===== src/hdl/branch_eval_pkg.sv =====
// Constants and types shared by the conditional branch evaluator.
// Assumes a 16-bit word program counter and a 7-bit signed relative offset.
package branch_eval_pkg;

   localparam int PC_WIDTH     = 16;
   localparam int OFFSET_WIDTH = 7;

   // Opcode select for the branch group.
   typedef enum logic [2:0] {
      branch_if_lower           = 3'h0,
      branch_if_minus           = 3'h1,
      branch_if_plus            = 3'h2,
      branch_if_signed_ge       = 3'h3,
      branch_if_signed_lt       = 3'h4,
      branch_if_halfcarry_set   = 3'h5,
      branch_if_halfcarry_clear = 3'h6,
      branch_if_transfer_set    = 3'h7
   } branch_op_t;

   // Sequencer states, one-hot.
   typedef enum logic [1:0] {
      st_idle  = 2'h1,
      st_taken = 2'h2
   } branch_state_t;

   localparam logic [PC_WIDTH-1:0] PC_RESET = 16'h0000;
   localparam logic [PC_WIDTH-1:0] PC_STEP  = 16'h0001;

endpackage


===== src/hdl/conditional_branch_eval.sv =====
// Conditional relative branch evaluator for an 8-bit core.
// Assumes decode presents one branch per issue pulse with the current pc and the
// status flags steady; the core holds off the next issue while busy is high.
//
// Overview of operation
// - Lower branch jumps to pc plus offset plus one when carry is set; flags kept.
// - Minus branch jumps to pc plus offset plus one only when negative is set.
// - Plus branch jumps to pc plus offset plus one only when negative is clear.
// - Signed greater-or-equal jumps when negative xor overflow is zero; flags kept.
// - Signed less-than jumps when negative xor overflow is one, else falls through.
// - Half-carry-set branch jumps when half carry is one, in two cycles.
// - Half-carry-clear branch jumps when half carry is zero; flags untouched.
// - Transfer-set branch jumps when transfer flag is one, else proceeds.
module conditional_branch_eval #(
   parameter int PC_W  = branch_eval_pkg::PC_WIDTH,
   parameter int OFF_W = branch_eval_pkg::OFFSET_WIDTH
) (
   // Clock and reset
   input  wire logic                        ref_clk,
   input  wire logic                        rst_b,
   // Decoded instruction
   input  wire logic                        issue,
   input  wire branch_eval_pkg::branch_op_t op,
   input  wire logic [OFF_W-1:0]            branch_offset,
   input  wire logic [PC_W-1:0]             pc,
   // Status flags, read only
   input  wire logic                        carry_flag,
   input  wire logic                        negative_flag,
   input  wire logic                        overflow_flag,
   input  wire logic                        half_carry_flag,
   input  wire logic                        transfer_flag,
   // Program counter update
   output logic                             pc_load,
   output logic [PC_W-1:0]                  next_pc,
   output logic                             busy,
   output logic                             done
);

   // Reset copy
   logic                           rst_sync1;
   logic                           rst_sync2;

   // Sequencer decode
   branch_eval_pkg::branch_state_t state;
   logic                           idle;
   logic                           second_cycle;

   // Branch decision
   logic                           accept;
   logic                           cond_true;
   logic                           taken;
   logic                           fall_through;

   // Target arithmetic
   logic [PC_W-1:0]                offset_ext;
   logic [PC_W-1:0]                target;

   // Reset is released synchronously so no flop leaves reset on a different edge.
   always_ff @(posedge ref_clk or negedge rst_b) begin
      if (!rst_b) begin
         rst_sync1 <= 1'h0;
      end else begin
         rst_sync1 <= 1'h1;
      end
   end

   // Only this flop reads the first stage, which may still be settling.
   always_ff @(posedge ref_clk or negedge rst_b) begin
      if (!rst_b) begin
         rst_sync2 <= 1'h0;
      end else begin
         rst_sync2 <= rst_sync1;
      end
   end

   // Signed comparison outcome from the negative and overflow flags.
   function automatic logic signed_less(input logic n,
                                        input logic v);
      logic r;
      r = n ^ v;
      return r;
   endfunction

   // The offset is sign-extended so backward branches subtract.
   function automatic logic [PC_W-1:0] sign_extend(input logic [OFF_W-1:0] k);
      logic [PC_W-1:0] r;
      r = PC_W'($signed(k));
      return r;
   endfunction

   // The sum wraps within the program space; no carry out is reported.
   function automatic logic [PC_W-1:0] rel_target(input logic [PC_W-1:0] p,
                                                  input logic [PC_W-1:0] k);
      logic [PC_W-1:0] r;
      r = p + k + PC_W'(branch_eval_pkg::PC_STEP);
      return r;
   endfunction

   // Flag test for each branch; flags are only read, never written.
   function automatic logic cond_met(input branch_eval_pkg::branch_op_t o,
                                     input logic                        c,
                                     input logic                        n,
                                     input logic                        v,
                                     input logic                        h,
                                     input logic                        t);
      logic r;
      r = 1'h0;
      unique case (o)
         branch_eval_pkg::branch_if_lower: begin
            r = c;
         end
         branch_eval_pkg::branch_if_minus: begin
            r = n;
         end
         branch_eval_pkg::branch_if_plus: begin
            r = !n;
         end
         branch_eval_pkg::branch_if_signed_ge: begin
            r = !signed_less(n, v);
         end
         branch_eval_pkg::branch_if_signed_lt: begin
            r = signed_less(n, v);
         end
         branch_eval_pkg::branch_if_halfcarry_set: begin
            r = h;
         end
         branch_eval_pkg::branch_if_halfcarry_clear: begin
            r = !h;
         end
         branch_eval_pkg::branch_if_transfer_set: begin
            r = t;
         end
      endcase
      return r;
   endfunction

   always_comb begin
      idle = (state == branch_eval_pkg::st_idle);
   end

   always_comb begin
      second_cycle = (state == branch_eval_pkg::st_taken);
   end

   // Issue is refused in the second cycle of a taken branch and while reset holds.
   always_comb begin
      accept = issue && idle && rst_sync2;
   end

   always_comb begin
      cond_true = cond_met(op, carry_flag, negative_flag, overflow_flag,
                           half_carry_flag, transfer_flag);
   end

   always_comb begin
      taken = accept && cond_true;
   end

   always_comb begin
      fall_through = accept && !cond_true;
   end

   always_comb begin
      offset_ext = sign_extend(branch_offset);
   end

   always_comb begin
      target = rel_target(pc, offset_ext);
   end

   // A taken branch spends a second cycle while fetch refills.
   always_ff @(posedge ref_clk or negedge rst_sync2) begin
      if (!rst_sync2) begin
         state <= branch_eval_pkg::st_idle;
      end else begin
         unique case (state)
            branch_eval_pkg::st_idle: begin
               if (taken) begin
                  state <= branch_eval_pkg::st_taken;
               end else begin
                  state <= branch_eval_pkg::st_idle;
               end
            end
            branch_eval_pkg::st_taken: begin
               state <= branch_eval_pkg::st_idle;
            end
            // An illegal code would otherwise lock the sequencer.
            default: begin
               state <= branch_eval_pkg::st_idle;
            end
         endcase
      end
   end

   // The load strobe is registered so fetch sees a clean one-cycle pulse.
   always_ff @(posedge ref_clk or negedge rst_sync2) begin
      if (!rst_sync2) begin
         pc_load <= 1'h0;
      end else begin
         pc_load <= taken;
      end
   end

   // No flag output exists, so the status flags cannot be changed here.
   always_ff @(posedge ref_clk or negedge rst_sync2) begin
      if (!rst_sync2) begin
         next_pc <= PC_W'(branch_eval_pkg::PC_RESET);
      end else if (taken) begin
         next_pc <= target;
      end
   end

   // Busy is combinational so decode can hold off the very next issue.
   always_comb begin
      busy = taken || second_cycle;
   end

   // Done marks completion: same cycle for fall-through, second cycle if taken.
   always_comb begin
      done = fall_through || second_cycle;
   end

endmodule


===== config.mk =====
export PLATFORM = sky130hd
export DESIGN_NAME = conditional_branch_eval
export DESIGN_NICKNAME = d
export VERILOG_FILES = /design/src/hdl/branch_eval_pkg.sv /design/src/hdl/conditional_branch_eval.sv
export SDC_FILE = /design/constraint.sdc
export NUM_CORES = 1
export LEC_CHECK = 0
export BUFFER_PORTS_ARGS = -buffer_cell sky130_fd_sc_hd__buf_2
export CORE_AREA = 2 2 61 63
export DETAILED_ROUTE_END_ITERATION = 7
export DIE_AREA = 0 0 63 65
export HOLD_SLACK_MARGIN = 0.15
export PLACE_DENSITY = 0.8
export SYNTH_ARGS = -nofsm -noshare
export SYNTH_HDL_FRONTEND = slang
export SYNTH_SLANG_ARGS = --single-unit

===== constraint.sdc =====
create_clock -name ref_clk -period 1.8 [get_ports ref_clk]
set_input_delay 0.36 -clock ref_clk [delete_from_list [all_inputs] [get_ports ref_clk]]
set_output_delay 0.36 -clock ref_clk [all_outputs]
set_load 0.005 [all_outputs]

# == After elaboration in Yosys (flattened, before gate mapping) ==
# Index checks and enable logic that the tools add are counted.
# Widths: inputs -> output; s select.
# op_classes
muxes,3
addsub,2
n_eq_ne,9
bitwise_logic,1
n_reduce_logical,11
# ops
cell,n
$add 16x1->16 const B,1
$add 16x16->16,1
$eq 3x3->1 const B,4
$pmux 1 s8,1
$eq 3x2->1 const B,2
$logic_and 1x1->1,4
$logic_not 1->1,4
$mux 2,2
$eq 3x1->1 const B,1
$logic_not 3->1,1
$eq 2x1->1 const B,1
$eq 2x2->1 const B,1
$logic_or 1x1->1,2
$xor 1x1->1,1
# word_totals
inputBits,34
out_inout_bits,19
elab_cells,31
register_bits,21

# == Longest topological paths before layout ==
# depth
ltp_word,6
depth_mapped,9

# == Worst setup path before layout ==
# Ideal clock, no wire load.
# synth_path
path_type,input to register
start,input port branch_offset[0]
end,register next_pc[8]
cell_stages,9
t_arrival_ns,2.027
setup_time_ns,0.125
required_time_ns,1.675
path_slack_ns,-0.352
path_cell_list,inv_1 ha_1 inv_1 fa_1 a211oi_1 o21ai_0 a31oi_1 xnor2_1 mux2_4
# synth_between
elab_chain_cells,2
# synth_rtl
element,line,text
from (decl),conditional_branch_eval.sv:24,"input wire logic [OFF_W-1:0] branch_offset,"
$add 16x16->16,conditional_branch_eval.sv:95,r = p + k + PC_W'(branch_eval_pkg::PC_STEP);
$add 16x1->16,conditional_branch_eval.sv:95,
to (signal assigned),conditional_branch_eval.sv:207,next_pc <= PC_W'(branch_eval_pkg::PC_RESET);
to (signal assigned),conditional_branch_eval.sv:209,next_pc <= target;
to (decl),conditional_branch_eval.sv:34,"output logic [PC_W-1:0] next_pc,"
# Every way passes these cells.
# A chain may end at the register's enable or synchronous reset.

# == Worst setup path in the final report ==
# layout_path
start,input port pc[0]
end,register next_pc[6]
# layout_between
elab_chain_cells,2
# layout_rtl
element,line,text
from (decl),conditional_branch_eval.sv:25,"input wire logic [PC_W-1:0] pc,"
$add 16x16->16,conditional_branch_eval.sv:95,
$add 16x1->16,conditional_branch_eval.sv:95,
# Every way passes these cells.

==> qor.yml <==
route:
  num_vias: 1765
  dr.pass1.iters: 4
  final_antenna_net_count: 0
  remaining_drc_errors: 0
  route.final.wire_length_um: 4526
  drt-vias-per-instance: 5.550
  drt-wirelength-per-cell_um: 14.23
  detail_route.iter0.violations: 58
critical_path:
  reg2reg_depth: 4
  worstReg2RegEnd: "next_pc[1]"
  crit_arrival_ps: 2030
  worstSetupEndpointType: "flip-flop"
  crit_type: "in2reg"
  worst_ep_required_time_ps: 2010
  setup.reg_to_reg.worst_slack_ps: 370
  critPathMaxFanout: 2
  critPathLaunchType: "input port"
  reg2reg_from: "state[0]"
synthesis:
  ys_ff_latch: 21
  ys_warnings: 0
  syn-cell-area_um2: 1688
  ys.flop_type: "sky130_fd_sc_hd__dfrtp_1"
  async_sr_flop_fraction_pct: 100.0
  share_of_the_yosys_chip_area_belonging_to_registers_pct: 31.21
  syn-mean-instance-area_um2: 9.700
  synthCells: 174
  synthDistinctLibCells: 48
  synth_edf_count: 0
  net_count_after_synthesis: 224
layout:
  stdcell_count: 318
  syn2layout_area_growth_pct: 46.18
  layout.area.seq_um2: 526.8
  nNetsFinal: 321
  layout.cells.most_common: "sky130_fd_sc_hd__buf_2"
  final_layout_size_suffix_gt1_share_pct: 46.30
  post-route-cell-area_um2: 2467
  area_taken_by_multi_input_logic_gates_um2: 1186
  antenna_cells_inserted: 0
  most-common-layout-cells: "sky130_fd_sc_hd__buf_2, sky130_fd_sc_hd__buf_4, sky130_fd_sc_hd__dfrtp_1, sky130_fd_sc_hd__o21ai_0, sky130_fd_sc_hd__ha_1"
  filler_cell_count: 300
  postLayoutCoreUtil_pct: 70.58
floorplanning:
  rows: 22
  floorplan.io_pins: 53
  fp.coreArea_um2: 3496
  die_h_um: 65
  die_width_um: 63
  starting_density_of_the_core_pct: 48.28
  floorplan.die_area_um2: 4095
sta:
  timing.hold.ws_ps: 270.4
  fin_worst_skew_ps: 5.902
  post-route-min-period_ps: 1819
  setup-violations-final: 2
  maxSlewViolCount: 0
  timing.final.crit_share_pct: 101.0
  total_count_of_hold_check_failures_in_the_final_report: 0
  timing.fmax_mhz: 549.8
  rsz_0062_raised_after_global_routing: "yes"
  worst_setup_margin_ps: -18.85
global_routing:
  grt_remaining_overflow: 0
  first_pass_grt_wire_length_um: 7286
  grt.total_usage_pct: 22.46
  grt_start_max_net_pins: 20
  first_global_vias: 1649
  grt_antenna_before_repair: 0
clocking:
  worst_setup_hold_path_clk_slew_ps: 120
  cts_tree: "done"
  cts_root_buf: "sky130_fd_sc_hd__clkbuf_4"
  number_of_clock_sinks: 21
  clock_latency_ps: 310
  cts-buffers-inserted: 3
  max-clock-path-buffers: 2
  cts_htree_levels: 1
run:
  max_cap_violations: 0
place:
  buffer_ports.inserted: 52
  placed_cells_incl_taps: 311
  gp_congestion: 0.8379
  dp_hpwl_um: 3692
  placed_cell_areas_um2: 2327
power:
  worst_ir_drop_vdd_mv: 0.3054
  static-leakage-power_nw: 1.207
  design_power_total_w: 0.001790
  power-per-cell-area_nw_per_um2: 725.6
status:
  violations: "setup timing"
  outcome: "finished with violations"
hold_path:
  holdCritPathClass: "reg2async"
-- flip-flops by register name (all words and copies together), names as in the netlist --
register   flops
next_pc       16
state          2
pc_load        1
rst_sync1      1
rst_sync2      1
-- worst max-delay path, cell delays in order --
cell	delay, ps
sky130_fd_sc_hd__buf_8	110
sky130_fd_sc_hd__inv_12	40
sky130_fd_sc_hd__ha_4	130
sky130_fd_sc_hd__inv_2	30
sky130_fd_sc_hd__fa_2	360
sky130_fd_sc_hd__a211oi_4	270
sky130_fd_sc_hd__o21bai_1	100
sky130_fd_sc_hd__a211oi_1	290
sky130_fd_sc_hd__a21oi_1	80
sky130_fd_sc_hd__mux2_4	260
-- how the worst max path moves through the flow --
stage          start         end  slack [ps]  cells after the start
2_1_floorplan  pc[0]  next_pc[8]        -100                      9
3_3_place_gp   pc[0]  next_pc[8]        -310                     10
3_5_place_dp   pc[0]  next_pc[8]        -390                     10
4_1_cts        op[1]        busy         -10                      7
5_1_grt        pc[0]  next_pc[6]         -90                     10
6_report       pc[0]  next_pc[6]         -20                     10
-- metrics by stage --
step                      worst slack, ps  TNS (ps)
after floorplan                    -100.3    -253.0
after global placement             -309.5     -2690
after detailed placement           -385.3     -3640
after CTS                          -13.57    -13.57
after global routing               -85.39    -224.4
final                              -18.85    -32.51
-- timing repair --
action	in CTS	in global routing
pin swaps	6	6
setup endpoints to repair	5	9
hold endpoints to repair	2	0
hold buffers	1	0
cloned	0	0
buffers inserted	0	2
resized for setup	14	11
-- per-layer routing --
layer  share of wire, %  track usage [%]  routed length (um)  up-vias
met5                  0                0                   0        -
met4               0.71            6.389                  32        0
met3                4.4            1.389                 197        2
met2                 52            41.76                2369       55
met1                 43            27.99                1926      850
li1                   -                -                   -      858
-- cell families after synthesis --
| group | Yosys count | synth area share, % |
|---|---|---|
| AOI/OAI and AO/OA | 68 | 27.13 |
| and+or+nand+nor | 39 | 13.86 |
| DFF | 21 | 31.21 |
| adders and majority gates | 16 | 12.31 |
| buffers and inverters | 11 | 2.891 |
| xor gates and xnor gates | 9 | 4.670 |
| muxes | 9 | 7.710 |
| other | 1 | 0.2222 |
-- power breakdown --
group / total [W] / internal [W] / switching (W)
logic: 0.000864 / 0.000476 / 0.000388
registers: 0.000692 / 0.000612 / 0.0000799
clock network: 0.000234 / 0.0000847 / 0.000149
total: 0.00179 / 0.00117 / 0.000617
-- cell type report --
cell class / count / share of cell area [%]
Sequential cell: 21 / 21.35
Tap cell: 48 / 2.434
Clock buffer: 3 / 0.9128
Multi-Input combinational cell: 142 / 48.07
Inverter: 11 / 2.688
Clock inverter: 1 / 0.3043
Timing Repair Buffer: 92 / 24.24
-- cell usage after synthesis (all sizes together) (5+ instances only) --
cell | instances | area share (%)
xnor2 | 6 | 3.1
inv | 11 | 2.9
a31oi | 5 | 1.9
a21oi | 12 | 3.6
mux2 | 8 | 7.1
nand2 | 7 | 2.7
nand3 | 5 | 1.5
a211oi | 6 | 3.0
dfrtp | 20 | 30
o21ai | 20 | 5.9
ha | 15 | 11
nor2 | 7 | 1.6
Power figures use the tool's default switching activity.
